`src/pin_mux_consts.svh`:
```
// Constants of the external memory pad multiplexer.
`ifndef PIN_MUX_CONSTS_SVH
`define PIN_MUX_CONSTS_SVH
`define OWN_CODE_NONE 3'h0
`define OWN_CODE_STATIC 3'h1
`define OWN_CODE_SDRAM 3'h2
`define OWN_CODE_CARD 3'h3
`define OWN_CODE_DDR 3'h4
`define OWN_CODE_NAND 3'h5
`define ADDR_PAD_IDLE 26'h0000000
`define ADDR_HI_IDLE 12'h000
`define STROBE_IDLE 1'b1
`define LEVEL_IDLE 1'b0
`define CHIP_SEL_IDLE 6'h3F
`define MASK_IDLE 4'h0
`define NAND_IDLE 6'h23
`define CARD_CTRL_RST 4'h0
`define CARD_STATUS_RST 9'h000
`define CARD_PWR_BIT 0
`define CARD_RST_BIT 1
`define CARD_RW_BIT 2
`define CARD_OE_BIT 3
`define NAND_WE_BIT 0
`define NAND_RE_BIT 1
`define NAND_ALE_BIT 2
`define NAND_CLE_BIT 3
`define NAND_WP_BIT 4
`define NAND_CE_BIT 5
`endif

```
`src/pin_mux_pkg.sv`:
```
// Types of the external memory pad multiplexer.
package pin_mux_pkg;
  typedef enum logic [5:0] {
    OWNER_IDLE = 6'h01,
    OWNER_STATIC = 6'h02,
    OWNER_SDRAM = 6'h04,
    OWNER_CARD = 6'h08,
    OWNER_DDR = 6'h10,
    OWNER_NAND = 6'h20
  } owner_t;
endpackage : pin_mux_pkg

```
`src/lane_if.sv`:
```
// Carrier between the pad multiplexer and one shared data lane.
`timescale 1ns/1ns
interface lane_if #(parameter int W = 16, parameter int N = 3);
  logic [N-1:0] sel;
  logic [W-1:0] src_out [N];
  logic [N-1:0] src_oe;
  logic [W-1:0] pad_in;
  logic [W-1:0] pad_out;
  logic [W-1:0] pad_oe;
  logic [W-1:0] rd_data;
  modport top (output sel, output src_out, output src_oe, output pad_in,
    input pad_out, input pad_oe, input rd_data);
  modport lane (input sel, input src_out, input src_oe, input pad_in,
    output pad_out, output pad_oe, output rd_data);
endinterface : lane_if

```
`src/data_lane_mux.sv`:
```
// One shared bidirectional data lane: picks its single driver and returns read data.
`timescale 1ns/1ns
module data_lane_mux #(
  parameter int W = 16,
  parameter int N = 3
) (
  input wire logic ref_clk,
  input wire logic nrst,
  lane_if.lane l
);
  logic [W-1:0] out_next;
  logic oe_next;

  // Only the selected source reaches the pad, so no two owners drive it.
  always_comb
  begin
    out_next = '0;
    oe_next = 1'b0;
    for (int i = 0; i < N; i++)
    begin
      if (l.sel[i])
      begin
        out_next = out_next | l.src_out[i];
        oe_next = oe_next | l.src_oe[i];
      end
    end
  end

  always_ff @(posedge ref_clk)
  begin
    if (!nrst)
    begin
      l.pad_out <= '0;
      l.pad_oe <= '0;
      l.rd_data <= '0;
    end
    else
    begin
      l.pad_out <= out_next;
      l.pad_oe <= {W{oe_next}};
      l.rd_data <= l.pad_in;
    end
  end
endmodule : data_lane_mux

```
`src/ext_memory_pin_mux.sv`:
```
// Pad multiplexer that shares the external memory pads among five memory controllers.
// Function
// - Pad sharing among the five memory controllers is done here, in this module and its data_lane_mux instances.
// - Address pads 0-9 and 11-13 carry same-index bit for every address user.
// - Address pad 10 serves static and card; a dedicated pad carries SDRAM/DDR bit 10.
// - Address pads 14-25 are driven only for static and card accesses.
// - Bank pads carry bank select for SDRAM, card enables 1 and 2 for card.
// - SDRAM uses the 32 wide data pads and four data masks.
// - The four data strobes serve only DDR, one per byte lane.
// - Byte enables and output enable become REG, IORD, IOWR in card mode.
// - Load-address and read/write pads become card output and write enable.
// - Six static chip selects; 2 and 3 carry SDRAM chip selects in SDRAM mode.
// - Row, column, write enable, clock enables and clock pads serve only SDRAM.
// - Seven dedicated NAND pads serve only the NAND controller.
// - Data pads 0-15 are shared by static, card and NAND only.
// - Dedicated card pads serve only the card controller.
// - Burst clock, end of burst and load-address pads serve static memory.
`timescale 1ns/1ns
`include "pin_mux_consts.svh"
module ext_memory_pin_mux (
  input wire logic ref_clk,
  input wire logic nrst,
  input wire logic [2:0] owner_req,
  input wire logic [25:0] static_addr,
  input wire logic [1:0] static_byte_en,
  input wire logic static_out_en,
  input wire logic static_load_addr,
  input wire logic static_rw,
  input wire logic [5:0] static_chip_sel,
  input wire logic static_burst_clk,
  input wire logic [15:0] static_wdata,
  input wire logic static_wdata_oe,
  output logic static_end_burst,
  input wire logic [13:0] sdram_addr,
  input wire logic [1:0] sdram_bank,
  input wire logic [1:0] sdram_cs,
  input wire logic sdram_ras,
  input wire logic sdram_cas,
  input wire logic sdram_we,
  input wire logic [1:0] sdram_cke,
  input wire logic sdram_clk,
  input wire logic [3:0] sdram_mask,
  input wire logic [31:0] sdram_wdata,
  input wire logic sdram_wdata_oe,
  input wire logic [13:0] ddr_addr,
  input wire logic [31:0] ddr_wdata,
  input wire logic ddr_wdata_oe,
  input wire logic [3:0] ddr_strobe,
  input wire logic ddr_strobe_oe,
  output logic [3:0] ddr_strobe_rd,
  output logic [31:0] wide_rdata,
  input wire logic [25:0] card_addr,
  input wire logic card_en1,
  input wire logic card_en2,
  input wire logic card_reg,
  input wire logic card_iord,
  input wire logic card_iowr,
  input wire logic card_oe,
  input wire logic card_we,
  input wire logic [15:0] card_wdata,
  input wire logic card_wdata_oe,
  input wire logic [3:0] card_ctrl,
  output logic [8:0] card_status,
  input wire logic [5:0] nand_ctrl,
  input wire logic [15:0] nand_wdata,
  input wire logic nand_wdata_oe,
  output logic nand_ready,
  output logic [15:0] data_rdata,
  output logic [25:0] addr_pad,
  output logic mem_addr10,
  output logic sdram_bank_sel_hi,
  output logic sdram_bank_sel_lo,
  output logic [31:0] wide_data_out,
  output logic [31:0] wide_data_oe,
  input wire logic [31:0] wide_data_in,
  output logic [3:0] data_mask_pad,
  output logic [3:0] ddr_strobe_lane_out,
  output logic [3:0] ddr_strobe_lane_oe,
  input wire logic [3:0] ddr_strobe_lane_in,
  output logic byte_enable_lo,
  output logic byte_enable_hi,
  output logic out_en_pad,
  output logic load_burst_address,
  output logic rw_pad,
  output logic [5:0] chip_sel_pad,
  input wire logic end_current_burst,
  output logic burst_clk_pad,
  output logic row_strobe,
  output logic col_strobe,
  output logic sdram_write_en,
  output logic sdram_clk_en0,
  output logic sdram_clk_en1,
  output logic sdram_clk_pad,
  output logic nand_write_en,
  output logic nand_read_en,
  output logic nand_addr_latch,
  output logic nand_cmd_latch,
  output logic nand_write_protect,
  output logic nand_chip_en,
  input wire logic nand_ready_busy,
  output logic [15:0] data_out,
  output logic [15:0] data_oe,
  input wire logic [15:0] data_in,
  output logic card_power_on,
  output logic card_reset_pad,
  output logic card_rw_pad,
  output logic card_output_en,
  input wire logic [1:0] card_detect,
  input wire logic card_wait,
  input wire logic card_ready,
  input wire logic [1:0] card_vsense,
  input wire logic [1:0] card_bvd,
  input wire logic card_iois16
);
  pin_mux_pkg::owner_t owner_reg;
  pin_mux_pkg::owner_t owner_next;
  lane_if #(.W(16), .N(3)) narrow_lane ();
  lane_if #(.W(32), .N(2)) wide_lane ();
  lane_if #(.W(4), .N(1)) strobe_lane ();

  // Owner decode; an unknown request parks the pads.
  always_comb
  begin
    case (owner_req)
      `OWN_CODE_STATIC: owner_next = pin_mux_pkg::OWNER_STATIC;
      `OWN_CODE_SDRAM: owner_next = pin_mux_pkg::OWNER_SDRAM;
      `OWN_CODE_CARD: owner_next = pin_mux_pkg::OWNER_CARD;
      `OWN_CODE_DDR: owner_next = pin_mux_pkg::OWNER_DDR;
      `OWN_CODE_NAND: owner_next = pin_mux_pkg::OWNER_NAND;
      default: owner_next = pin_mux_pkg::OWNER_IDLE;
    endcase
  end

  wire sel_static = owner_reg == pin_mux_pkg::OWNER_STATIC;
  wire sel_sdram = owner_reg == pin_mux_pkg::OWNER_SDRAM;
  wire sel_card = owner_reg == pin_mux_pkg::OWNER_CARD;
  wire sel_ddr = owner_reg == pin_mux_pkg::OWNER_DDR;
  wire sel_nand = owner_reg == pin_mux_pkg::OWNER_NAND;
  wire sel_async = sel_static | sel_card;
  wire sel_row_col = sel_sdram | sel_ddr;
  wire [25:0] async_addr = sel_static ? static_addr : card_addr;
  wire [13:0] row_col_addr = sel_sdram ? sdram_addr : ddr_addr;

  // Address pads: 0-9 and 11-13 shared, 10 split, 14-25 asynchronous only.
  wire [25:0] addr_pad_next = sel_async ? async_addr :
    sel_row_col ? {`ADDR_HI_IDLE, row_col_addr[13:11], `LEVEL_IDLE, row_col_addr[9:0]} :
    `ADDR_PAD_IDLE;
  wire mem_addr10_next = sel_row_col ? row_col_addr[10] : `LEVEL_IDLE;
  wire bank_hi_next = sel_sdram ? sdram_bank[1] : sel_card ? card_en1 : `STROBE_IDLE;
  wire bank_lo_next = sel_sdram ? sdram_bank[0] : sel_card ? card_en2 : `STROBE_IDLE;
  wire [2:0] be_oe_next = sel_static ? {static_out_en, static_byte_en} :
    sel_card ? {card_iowr, card_iord, card_reg} : {3{`STROBE_IDLE}};
  wire lba_next = sel_static ? static_load_addr : sel_card ? card_oe : `STROBE_IDLE;
  wire rw_next = sel_static ? static_rw : sel_card ? card_we : `STROBE_IDLE;
  wire [5:0] cs_next = sel_static ? static_chip_sel :
    sel_sdram ? {2'h3, sdram_cs, 2'h3} : `CHIP_SEL_IDLE;
  wire bclk_next = sel_static ? static_burst_clk : `LEVEL_IDLE;
  wire end_burst_next = sel_static ? end_current_burst : `STROBE_IDLE;
  wire [2:0] sdram_cmd_next = sel_sdram ? {sdram_we, sdram_cas, sdram_ras} : {3{`STROBE_IDLE}};
  wire [2:0] sdram_clk_next = sel_sdram ? {sdram_clk, sdram_cke} : {3{`LEVEL_IDLE}};
  wire [3:0] mask_next = sel_sdram ? sdram_mask : `MASK_IDLE;
  wire [5:0] nand_idle = `NAND_IDLE;
  wire [5:0] nand_next = sel_nand ? nand_ctrl : nand_idle;

  // Shared data lanes; each lane keeps one driver at a time.
  assign narrow_lane.sel = {sel_nand, sel_card, sel_static};
  assign narrow_lane.src_out[0] = static_wdata;
  assign narrow_lane.src_out[1] = card_wdata;
  assign narrow_lane.src_out[2] = nand_wdata;
  assign narrow_lane.src_oe = {nand_wdata_oe, card_wdata_oe, static_wdata_oe};
  assign narrow_lane.pad_in = data_in;
  assign wide_lane.sel = {sel_ddr, sel_sdram};
  assign wide_lane.src_out[0] = sdram_wdata;
  assign wide_lane.src_out[1] = ddr_wdata;
  assign wide_lane.src_oe = {ddr_wdata_oe, sdram_wdata_oe};
  assign wide_lane.pad_in = wide_data_in;
  assign strobe_lane.sel = sel_ddr;
  assign strobe_lane.src_out[0] = ddr_strobe;
  assign strobe_lane.src_oe = ddr_strobe_oe;
  assign strobe_lane.pad_in = ddr_strobe_lane_in;

  data_lane_mux #(.W(16), .N(3)) u_narrow (.ref_clk(ref_clk), .nrst(nrst), .l(narrow_lane));
  data_lane_mux #(.W(32), .N(2)) u_wide (.ref_clk(ref_clk), .nrst(nrst), .l(wide_lane));
  data_lane_mux #(.W(4), .N(1)) u_strobe (.ref_clk(ref_clk), .nrst(nrst), .l(strobe_lane));

  assign data_out = narrow_lane.pad_out;
  assign data_oe = narrow_lane.pad_oe;
  assign data_rdata = narrow_lane.rd_data;
  assign wide_data_out = wide_lane.pad_out;
  assign wide_data_oe = wide_lane.pad_oe;
  assign wide_rdata = wide_lane.rd_data;
  assign ddr_strobe_lane_out = strobe_lane.pad_out;
  assign ddr_strobe_lane_oe = strobe_lane.pad_oe;
  assign ddr_strobe_rd = strobe_lane.rd_data;

  always_ff @(posedge ref_clk)
  begin
    if (!nrst)
    begin
      owner_reg <= pin_mux_pkg::OWNER_IDLE;
      addr_pad <= `ADDR_PAD_IDLE;
      mem_addr10 <= `LEVEL_IDLE;
      sdram_bank_sel_hi <= `STROBE_IDLE;
      sdram_bank_sel_lo <= `STROBE_IDLE;
      {out_en_pad, byte_enable_hi, byte_enable_lo} <= {3{`STROBE_IDLE}};
      load_burst_address <= `STROBE_IDLE;
      rw_pad <= `STROBE_IDLE;
      chip_sel_pad <= `CHIP_SEL_IDLE;
      burst_clk_pad <= `LEVEL_IDLE;
      static_end_burst <= `STROBE_IDLE;
      {sdram_write_en, col_strobe, row_strobe} <= {3{`STROBE_IDLE}};
      {sdram_clk_pad, sdram_clk_en1, sdram_clk_en0} <= {3{`LEVEL_IDLE}};
      data_mask_pad <= `MASK_IDLE;
      {nand_chip_en, nand_write_protect, nand_cmd_latch, nand_addr_latch, nand_read_en, nand_write_en} <= nand_idle;
      nand_ready <= `LEVEL_IDLE;
      {card_output_en, card_rw_pad, card_reset_pad, card_power_on} <= `CARD_CTRL_RST;
      card_status <= `CARD_STATUS_RST;
    end
    else
    begin
      owner_reg <= owner_next;
      addr_pad <= addr_pad_next;
      mem_addr10 <= mem_addr10_next;
      sdram_bank_sel_hi <= bank_hi_next;
      sdram_bank_sel_lo <= bank_lo_next;
      {out_en_pad, byte_enable_hi, byte_enable_lo} <= be_oe_next;
      load_burst_address <= lba_next;
      rw_pad <= rw_next;
      chip_sel_pad <= cs_next;
      burst_clk_pad <= bclk_next;
      static_end_burst <= end_burst_next;
      {sdram_write_en, col_strobe, row_strobe} <= sdram_cmd_next;
      {sdram_clk_pad, sdram_clk_en1, sdram_clk_en0} <= sdram_clk_next;
      data_mask_pad <= mask_next;
      {nand_chip_en, nand_write_protect, nand_cmd_latch, nand_addr_latch, nand_read_en, nand_write_en} <= nand_next;
      nand_ready <= nand_ready_busy;
      {card_output_en, card_rw_pad, card_reset_pad, card_power_on} <= card_ctrl;
      card_status <= {card_iois16, card_bvd, card_vsense, card_ready, card_wait, card_detect};
    end
  end

  owner_follow_a: assert property (@(posedge ref_clk) disable iff (!nrst)
    owner_req == `OWN_CODE_STATIC |=> owner_reg == pin_mux_pkg::OWNER_STATIC)
    else $error("Owner did not follow the request.");
  addr_high_idle_a: assert property (@(posedge ref_clk) disable iff (!nrst)
    (sel_sdram || sel_ddr || sel_nand) |=> addr_pad[25:14] == 12'h000)
    else $error("Upper address pads driven outside asynchronous modes.");
  addr10_split_a: assert property (@(posedge ref_clk) disable iff (!nrst)
    sel_ddr |=> addr_pad[10] == 1'b0 && mem_addr10 == $past(ddr_addr[10]))
    else $error("Address bit 10 took the wrong pad.");
  addr_shared_a: assert property (@(posedge ref_clk) disable iff (!nrst)
    sel_sdram |=> addr_pad[9:0] == $past(sdram_addr[9:0]) && addr_pad[13:11] == $past(sdram_addr[13:11]))
    else $error("Shared address pads wrong in SDRAM mode.");
  bank_card_map_a: assert property (@(posedge ref_clk) disable iff (!nrst)
    sel_card |=> sdram_bank_sel_hi == $past(card_en1) && sdram_bank_sel_lo == $past(card_en2))
    else $error("Card enables not on bank pads.");
  chip_sel_sdram_a: assert property (@(posedge ref_clk) disable iff (!nrst)
    sel_sdram |=> chip_sel_pad == {2'h3, $past(sdram_cs), 2'h3})
    else $error("Chip select pads wrong in SDRAM mode.");
  card_strobes_a: assert property (@(posedge ref_clk) disable iff (!nrst)
    sel_card |=> byte_enable_lo == $past(card_reg) && out_en_pad == $past(card_iowr))
    else $error("Card strobes not on byte enable pads.");
  strobe_ddr_only_a: assert property (@(posedge ref_clk) disable iff (!nrst)
    !sel_ddr |=> ddr_strobe_lane_oe == 4'h0)
    else $error("Data strobe driven outside DDR mode.");
  data_oe_excl_a: assert property (@(posedge ref_clk) disable iff (!nrst)
    sel_row_col |=> data_oe == 16'h0000)
    else $error("Narrow data pads driven in SDRAM or DDR mode.");
  wide_oe_excl_a: assert property (@(posedge ref_clk) disable iff (!nrst)
    (sel_async || sel_nand) |=> wide_data_oe == 32'h00000000)
    else $error("Wide data pads driven outside SDRAM or DDR mode.");
  nand_idle_a: assert property (@(posedge ref_clk) disable iff (!nrst)
    !sel_nand |=> nand_chip_en && nand_write_en && nand_read_en)
    else $error("NAND pads active without NAND ownership.");
  sdram_idle_a: assert property (@(posedge ref_clk) disable iff (!nrst)
    !sel_sdram |=> row_strobe && col_strobe && !sdram_clk_en0 && !sdram_clk_pad)
    else $error("SDRAM pads active without SDRAM ownership.");
  cover_card_c: cover property (@(posedge ref_clk) disable iff (!nrst) sel_card ##1 sel_ddr);
  cover_ddr_c: cover property (@(posedge ref_clk) disable iff (!nrst) sel_ddr && ddr_strobe_oe);
  cover_sdram_c: cover property (@(posedge ref_clk) disable iff (!nrst) sel_sdram ##1 sel_card);
endmodule : ext_memory_pin_mux

```
`config.mk`:
```
export PLATFORM = sky130hd
export DESIGN_NAME = ext_memory_pin_mux
export DESIGN_NICKNAME = d
export VERILOG_FILES = /design/src/pin_mux_pkg.sv /design/src/lane_if.sv /design/src/data_lane_mux.sv /design/src/ext_memory_pin_mux.sv
export VERILOG_INCLUDE_DIRS = /design/src
export SDC_FILE = /design/constraint.sdc
export NUM_CORES = 1
export LEC_CHECK = 0
export BUFFER_PORTS_ARGS = -buffer_cell sky130_fd_sc_hd__buf_2
export CAP_MARGIN = 0
export CORE_AREA = 3 3 208 210
export CTS_CLUSTER_SIZE = 30
export DETAILED_ROUTE_END_ITERATION = 16
export DIE_AREA = 0 0 211 213
export PLACE_DENSITY = 0.46
export SYNTH_ARGS = -nofsm -noshare
export SYNTH_HDL_FRONTEND = slang
export SYNTH_SLANG_ARGS = --single-unit
```
`constraint.sdc`:
```
create_clock -name ref_clk -period 2.55 [get_ports ref_clk]
set_input_delay 0.255 -clock ref_clk [delete_from_list [all_inputs] [get_ports ref_clk]]
set_output_delay 0.255 -clock ref_clk [all_outputs]
set_load 0.05 [all_outputs]
```
== Yosys cells after proc, flatten, opt, wreduce, memory -nomap -nowiden ==
Cells that the tools add are included.
Cells by class
  add/subtract/negate cells: 0
  $mul: 0
  div/mod/pow operators: 0
  magnitude comparators: 0
  eq/ne operators: 10
  shifts and indexed selects: 0
  multiplexer cells: 28
  bitwise gates (word level): 8
  reduce and logical (&&, ||, !) cells: 5
Operators by type and width (count)
  two-way mux 32 bit: 2
  two-way mux 26 bit: 2
  two-way mux 16 bit: 3
  bitwise OR 16 bit: 2
  bitwise OR 32 bit: 1
  one-hot mux 6 bit (5 select lines): 1
  two-way mux 14 bit: 2
  two-way mux 1 bit: 14
  AND reduction 2 bit: 5
  == test 3 x 2 -> 1 bit (second input constant): 2
  == test 3 bit (second input constant): 2
  == test 6 x 2 -> 1 bit (second input constant): 1
  == test 6 x 3 -> 1 bit (second input constant): 1
  == test 6 x 4 -> 1 bit (second input constant): 1
  == test 6 x 5 -> 1 bit (second input constant): 1
  == test 6 bit (second input constant): 1
  two-way mux 3 bit: 2
  two-way mux 6 bit: 1
  bitwise OR 1 bit: 5
  two-way mux 4 bit: 1
  == test 3 x 1 -> 1 bit (second input constant): 1
Word-level totals
  register bits after elaboration: 185
  bits in latches: 0
  RAM bits: 0
  bits in read-only memories: 0
  bits of input ports: 313
  output and inout bits: 228
  logic and storage cells: 92
  memories kept: 0

== Logic depth before layout (Yosys ltp) ==
Gate-level depths: netlist of run 1.
  depth in word-level cells: 6
  gate-level depth with buffers: 7

== Cells and area by module ==
A second synthesis of run 1 with hierarchy kept.
Unflattened totals
  cells, all modules: 599
  area total of the unflattened synthesis: 6800.3 um^2
By module, submodules not included
  ext_memory_pin_mux: times used 1, cells each 262, area an instance 2743.9 um^2, sequential area each 1561.5 um^2
  data_lane_mux at u_wide: times used 1, cells each 209, area an instance 2566.2 um^2, sequential area each 1301.2 um^2
  data_lane_mux at u_narrow: times used 1, cells each 107, area an instance 1226.2 um^2, sequential area each 660.6 um^2
  data_lane_mux at u_strobe: times used 1, cells each 21, area an instance 264.0 um^2, sequential area each 180.2 um^2

== Least setup slack after synthesis of run 1 ==
No wires, ideal clock.
  path kind: flip-flop to output port
  start point: reg u_wide.l.pad_oe[0] (netlist name)
  end point: out wide_data_oe[10]
  arrival: 1446 ps
  required time: 2295 ps
  path slack: 849 ps
  stages on the path, launching flop included: 2
  path buffers: 1
  cells stage by stage: dfxtp_1 -> buf_4
RTL lines
  to (decl): line ext_memory_pin_mux.sv:74  | output logic [31:0] wide_data_oe,
No word-level cell between the ends.

== Final worst setup path of run 1 ==
  start point: reg owner_reg[1]
  end point: reg u_narrow.l.pad_out[9]
Between the ends
  cells in the longest elaborated chain, start to end: 6
  elaborated cells on any way between the ends: 8
  those cells by class: 3 x eq/ne; 3 x mux; 2 x bitwise
Ends and longest elaborated chain
  from (decl): line ext_memory_pin_mux.sv:115  | pin_mux_pkg::owner_t owner_reg;
  from (signal assigned): line ext_memory_pin_mux.sv:200  | owner_reg <= pin_mux_pkg::OWNER_IDLE;
  from (signal assigned): line ext_memory_pin_mux.sv:221  | owner_reg <= owner_next;
  == test 6 x 2 -> 1 bit: line ext_memory_pin_mux.sv:134  | wire sel_static = owner_reg == pin_mux_pkg::OWNER_STATIC;
  two-way mux 16 bit: line data_lane_mux.sv:21  | if (l.sel[i])
  bitwise OR 16 bit: line data_lane_mux.sv:23  | out_next = out_next | l.src_out[i];
  two-way mux 16 bit: line data_lane_mux.sv:21
  bitwise OR 16 bit: line data_lane_mux.sv:23
  two-way mux 16 bit *: line data_lane_mux.sv:21
  to (signal assigned): line data_lane_mux.sv:39  | l.pad_out <= out_next;
  to (decl): line lane_if.sv:14  | output pad_out, output pad_oe, output rd_data);
Every way passes the cells marked *; elsewhere a longest branch is shown, timed or not.
A chain may end at the register's enable or synchronous reset.

==> results.json, run 1 <==
{
  "grt_pass1_vias": 7344,
  "grt_pass1_wl_um": 42800,
  "status": "finished clean",
  "crit_arrival_ns": 2.78,
  "wl_um": 30200,
  "reg2reg_to": "u_narrow.l.pad_out[9]",
  "final_hold_viol_count": 0,
  "yosysSeqAreaShare_pct": 59.7,
  "rows": 75,
  "synth_compound_gate_area_share_pct": 12.2,
  "htreeDepth": 4,
  "multi_input_area_sq_um": 1940,
  "worstMarginPinSlew_ns": 0.851,
  "syn_avg_cell_area_sq_um": 10.8,
  "fin_area_sq_um": 12000,
  "reg_top3": "u_wide.l.pad_out x32, u_wide.l.rd_data x32, addr_pad x26",
  "synth_xor_area_share_pct": 0.283,
  "first_pass_iters": 5,
  "die-area_sq_um": 44900,
  "area_growth_pct": 94.2,
  "start_util_pct": 14.8,
  "setup_tns_ns": 0,
  "grt-ovfl-total": 0,
  "setup_viol": 0,
  "fp.coreArea_sq_um": 41800,
  "port_buffers": 540,
  "slew_violations": 0,
  "gp_congestion": 0.774,
  "final.fill_count": 4388,
  "hold_path_class": "primary input to flip-flop",
  "max_freq_mhz": 422,
  "fp.dieH_um": 213,
  "antenna_left": 0,
  "pre_cts_slack_ns": 0.684,
  "worst-r2r-setup-slack_ns": 0.18,
  "antenna_cells": 0,
  "crit_start": "owner_reg[1]",
  "endpoint_kind": "flip-flop",
  "track_usage_pct": 12.9,
  "yosys.area_share.simple_pct": 16.7,
  "relSlewSlack_pct": 43.2,
  "dpl-instance-area_sq_um": 9110,
  "maxCapViolCount": 0,
  "leakagePower_nw": 6.08,
  "vias_per_cell": 3.82,
  "grt_start_max_net_pins": 97,
  "ys_warn_count": 0,
  "critPathLaunchType": "flip-flop",
  "finalNetCount": 1604,
  "synthAdderAreaFrac_pct": 0,
  "path_clk_slew_ns": 0.07,
  "cts_tree": "yes",
  "fin_crit_ns": 2.37,
  "ios": 541,
  "drtIter0Drc": 330,
  "syn_area_sq_um": 6200,
  "post-dp-hpwl_um": 22000,
  "synth_fp_nets": 886,
  "clock_path_buffers": 2,
  "worst_r2r_path_depth": 5,
  "avgRoutedWirePerCell_um": 16.4,
  "synth_cell_types": 31,
  "yosys_register_bits": 185,
  "die_width_um": 211,
  "p_total_w": 0.00666,
  "crit_type": "flip-flop to flip-flop",
  "vias": 7045,
  "drc": 0,
  "cp_max_fo": 15,
  "finClkSkew_ns": 0.00707,
  "cts_resized": 0,
  "powerDensity_nw_per_um2": 554,
  "rsz0062_at_grt": "false",
  "cts_buffers": 17,
  "clock_latency_ns": 0.47,
  "seqCellArea_sq_um": 3700,
  "crit_end": "u_narrow.l.pad_out[9]",
  "finalWorstSetupSlack_ns": 0.182,
  "whs_ns": 0.0500,
  "r2r-start": "owner_reg[1]",
  "worstPathRequired_ns": 2.97,
  "clock-sinks": 185,
  "period_share_pct": 92.8,
  "irDropWorstVdd_v": 0.000477,
  "syn_inst": 573,
  "drive_gt1_share_pct": 45.0,
  "synth_top_family_by_area": "simple AND/OR/NAND/NOR gates",
  "cts_root_buf": "clkbuf_16",
  "synth_mux_area_share_pct": 2.10,
  "antenna_found_initial": 3
}
==> worst min-delay path by stage <==
| stage | endpoint | cells past startpoint | from | slack (ns) |
|---|---|---|---|---|
| 2_1_floorplan | owner_reg[1] | 1 | owner_req[1] | 0.33 |
| 4_1_cts | u_narrow.l.pad_out[6] | 3 | card_wdata[6] | 0.0005 |
| 6_report | u_narrow.l.pad_out[6] | 3 | card_wdata[6] | 0.05 |
| 5_1_grt | u_wide.l.rd_data[24] | 2 | wide_data_in[24] | 0.008 |
| 3_5_place_dp | row_strobe | 2 | sdram_ras | 0.44 |
| 3_3_place_gp | nand_read_en | 2 | nand_ctrl[1] | 0.44 |
==> critical path, stage by stage, from the launching register on <==
cell	delay, ns
dfxtp_1	0.35
nor2_1	0.25
and4b_1	0.61
and2_4	0.37
a221o_1	0.18
dlygate4sd3_1	0.55
==> layout make-up <==
class	instances	area share (%)
multi-input cells	300	16.1
flip-flops and latches	185	30.8
clock inverters	9	0.946
repair buffers	786	42.6
inverters	1	0.0312
clock buffers	22	3.86
well taps	539	5.60
==> layout by cell type, fill, tap and decap left out, drive strengths merged, types with 4 or more instances in the layout <==
| cell type | instances |
|---|---|
| a21oi | 15 |
| a221o | 10 |
| a222oi | 5 |
| a22o | 33 |
| a22oi | 15 |
| and2 | 72 |
| and3 | 24 |
| buf | 553 |
| clkbuf | 22 |
| dfxtp | 185 |
| dlygate4sd3 | 233 |
| inv | 4 |
| mux2i | 13 |
| nand2 | 43 |
| nand2b | 6 |
| nand3 | 9 |
| nor2 | 16 |
| nor3 | 5 |
| o22ai | 15 |
| or3 | 8 |
==> synthesized netlist by cell type, drive strengths merged <==
cell     number  share of area (%)
a21oi        15                1.2
a221o        10                1.6
a222oi        5               0.81
a22o         33                4.7
a22oi        15                1.8
and2         72                7.3
and3         24                2.4
and4b         2               0.32
buf          66                7.7
clkbuf       21                1.3
dfxtp       185                 60
inv           1              0.060
mux2i        13                2.1
nand2        43                2.6
nand2b        6               0.61
nand3         9               0.73
nand4         1               0.10
nand4b        2               0.28
nor2         16                1.0
nor3          5               0.48
o22a          2               0.28
o22ai        15                1.5
o2bb2ai       2               0.28
or3           8               0.81
xor2          2               0.28
==> stage by stage <==
step                util (%)  std cells
floorplan                  -        573
global placement        21.8       1576
detailed placement      21.8       1576
CTS                     28.8       1840
global route            28.8       1842
finish                  28.8       1842
==> power by group <==
part / switching, W / internal [W] / total (W)
Clock: 0.00122 / 0.00150 / 0.00271
Sequential: 0.0000248 / 0.00296 / 0.00299
Combinational: 0.000511 / 0.000454 / 0.000965
Total: 0.00175 / 0.00491 / 0.00666
==> metal layers <==
| layer | GRT usage (%) | routed length [um] | vias to the layer above |
|---|---|---|---|
| met5 | 0 | 37 | - |
| met4 | 7.41 | 1320 | 6 |
| met3 | 5.39 | 2640 | 55 |
| met2 | 22.6 | 15000 | 375 |
| met1 | 13.0 | 11200 | 3255 |
| li1 | - | - | 3354 |
==> repair_timing <==
| action | 4_1_cts | 5_1_grt |
|---|---|---|
| setup endpoints to repair | 0 | 31 |
| hold buffers | 233 | 0 |
| setup buffers | 0 | 2 |
| hold endpoints to repair | 167 | 0 |
==> cell families (layout without fill, tap and decap cells) <==
group,Yosys count,after routing
compound gates,97,97
flops,185,185
buf+inv,88,818
mux,13,13
simple gates,188,188
xor+xnor,2,2
(Power assumes the default switching activity.)
==> inputs of run 2 (changes only) <==
--- a/config.mk
+++ b/config.mk
@@ -12,7 +12,9 @@
 export CTS_CLUSTER_SIZE = 30
 export DETAILED_ROUTE_END_ITERATION = 16
 export DIE_AREA = 0 0 211 213
+export HOLD_SLACK_MARGIN = 0.1
 export PLACE_DENSITY = 0.46
+export SLEW_MARGIN = 10
 export SYNTH_ARGS = -nofsm -noshare
 export SYNTH_HDL_FRONTEND = slang
 export SYNTH_SLANG_ARGS = --single-unit
==> run 2 against run 1 <==
Total power rose by 0.99%. Clock power barely moved. Fmax barely moved. Hold slack improved by 0.11 ns. Critical path depth did not move. Design area rose by 5.0%. Largest cell class unchanged. Largest power group unchanged. Highest routed layer unchanged.
==> results.json, run 2 (synthesis results as in run 1) <==
{
  "endpoint_kind": "flip-flop",
  "clock-sinks": 185,
  "wl_met3_um": 2600,
  "vias_per_cell": 3.85,
  "vias": 7324,
  "leakagePower_nw": 6.30,
  "rows": 75,
  "fin_area_sq_um": 12600,
  "crit_arrival_ns": 2.78,
  "hold_path_class": "primary input to flip-flop",
  "cp_num_cells": 5,
  "reg_top3": "u_wide.l.pad_out x32, u_wide.l.rd_data x32, addr_pad x26",
  "mostFrequentLayoutCells": "540 x buf_2, 293 x dlygate4sd3_1, 185 x dfxtp_1",
  "irDropWorstVdd_v": 0.000477,
  "grt_pass1_wl_um": 44100,
  "rsz0062_at_grt": "false",
  "track_usage_pct": 13.2,
  "cts_resized": 0,
  "worstPathRequired_ns": 2.97,
  "wl_um": 31000,
  "period_share_pct": 92.8,
  "die_width_um": 211,
  "relSlewSlack_pct": 42.1,
  "avgRoutedWirePerCell_um": 16.3,
  "die-area_sq_um": 44900,
  "critPathLaunchType": "flip-flop",
  "fin_crit_ns": 2.37,
  "cts_root_buf": "clkbuf_16",
  "r2r-start": "owner_reg[1]",
  "setup_tns_ns": 0,
  "max_freq_mhz": 423,
  "post-dp-hpwl_um": 22000,
  "clock_path_buffers": 2,
  "crit_type": "flip-flop to flip-flop",
  "top_layer_used": "met5",
  "hold_depth": 3,
  "path_buf_inv": 1,
  "wl_met2_um": 15600,
  "cp_slowest_cell": "and4b_1",
  "cp_top_family": "simple AND/OR/NAND/NOR gates",
  "switchingPower_w": 0.00177,
  "post-route-util_pct": 30.3,
  "first_pass_iters": 4,
  "ios": 541,
  "fp.dieH_um": 213,
  "gp_congestion": 0.774,
  "worst_r2r_path_depth": 5,
  "intPower_w": 0.00496,
  "layout_commonest_cell": "buf_2",
  "power_frac_clock_pct": 40.3,
  "finalNetCount": 1664,
  "slew_violations": 0,
  "finalNonFillerCells": 1903,
  "hold_start": "ddr_addr[10]",
  "grt-ovfl-total": 0,
  "p_seq_share_pct": 44.4,
  "area_growth_pct": 104,
  "crit_chain": "nor2_1 > and4b_1 > and2_4 > a221o_1 > dlygate4sd3_1",
  "antenna_found_initial": 4,
  "cts_buffers": 17,
  "antenna_left": 0,
  "final_hold_viol_count": 0,
  "grt_start_max_net_pins": 97,
  "hold_end": "mem_addr10",
  "drtIter0Drc": 338,
  "reg2reg_to": "u_narrow.l.pad_out[9]",
  "cp_max_fo": 15,
  "fp.coreArea_sq_um": 41800,
  "drc": 0,
  "status": "finished clean",
  "port_buffers": 540,
  "grt_pass1_vias": 7713,
  "path_clk_slew_ns": 0.07,
  "numPlacedInstances": 1576,
  "critical-path-max-stage-delay_ns": 0.61,
  "finClkSkew_ns": 0.00616,
  "start_util_pct": 14.8,
  "switching_share_pct": 26.3,
  "wl_met1_um": 11400,
  "setup_viol": 0,
  "dpl-instance-area_sq_um": 9110,
  "p_comb_share_pct": 15.3,
  "cts_tree": "yes",
  "htreeDepth": 4,
  "worst-r2r-setup-slack_ns": 0.18,
  "drive_gt1_share_pct": 43.1,
  "clock_latency_ns": 0.47,
  "maxCapViolCount": 0,
  "powerDensity_nw_per_um2": 533,
  "worstMarginPinSlew_ns": 0.865
}
## run 2: cell count changes in the layout (fill, tap and decap cells not counted)
cell	previous run	this run
diode_2	0	1
dlygate4sd3_1	233	293
## run 2: through the flow
step                power, W  hold slack (ns)  worst slack (ns)
floorplan            0.00344            0.332             0.849
global placement     0.00379            0.436             0.719
detailed placement   0.00379            0.442             0.684
CTS                  0.00687            0.104             0.127
global route         0.00702            0.118            0.0173
finish               0.00673            0.160             0.184
## run 2: worst register-to-register path: stages (launching register included)
cell           delay [ns]
dfxtp_1              0.35
nor2_1               0.25
and4b_1              0.61
and2_4               0.37
a221o_1              0.18
dlygate4sd3_1        0.56
## run 2: how the worst max path moves through the flow
stage	startpoint	endpoint	slack, ns
2_1_floorplan	u_wide.l.pad_oe[0]	wide_data_oe[10]	0.85
3_3_place_gp	owner_reg[4]	u_narrow.l.pad_out[3]	0.72
3_5_place_dp	owner_reg[1]	u_wide.l.pad_out[18]	0.68
4_1_cts	owner_reg[1]	u_wide.l.pad_out[18]	0.13
5_1_grt	owner_reg[1]	chip_sel_pad[3]	0.02
6_report	owner_reg[1]	u_narrow.l.pad_out[9]	0.18
## run 2: power by group through the flow
stage / registers, W / clock network [W] / logic [W]
after detailed placement: 0.00305 / 0 / 0.000743
after global routing: 0.00299 / 0.00293 / 0.00110
after floorplan: 0.00330 / 0 / 0.000142
final: 0.00299 / 0.00272 / 0.00103
after global placement: 0.00305 / 0 / 0.000741
after CTS: 0.00299 / 0.00286 / 0.00102
## run 2: what timing repair did
action | in CTS | in global routing
setup endpoints to repair | 0 | 32
setup buffers | 0 | 2
hold buffers | 293 | 0
hold endpoints to repair | 185 | 0
## run 2: metal layers
| layer | up-vias | track usage, % |
|---|---|---|
| met4 | 6 | 7.32 |
| met2 | 377 | 23.5 |
| met3 | 51 | 5.38 |
| li1 | 3477 | - |
| met5 | - | 0 |
| met1 | 3413 | 13.2 |
## run 2: layout make-up
type                    count  area, sq um
fillers                  4336        29100
diodes                      1         2.50
inverters                   1         3.75
clock inverters             9          114
well taps                 539          674
multi-input cells         300         1940
clock buffers              22          464
repair buffers            846         5730
flip-flops and latches    185         3700
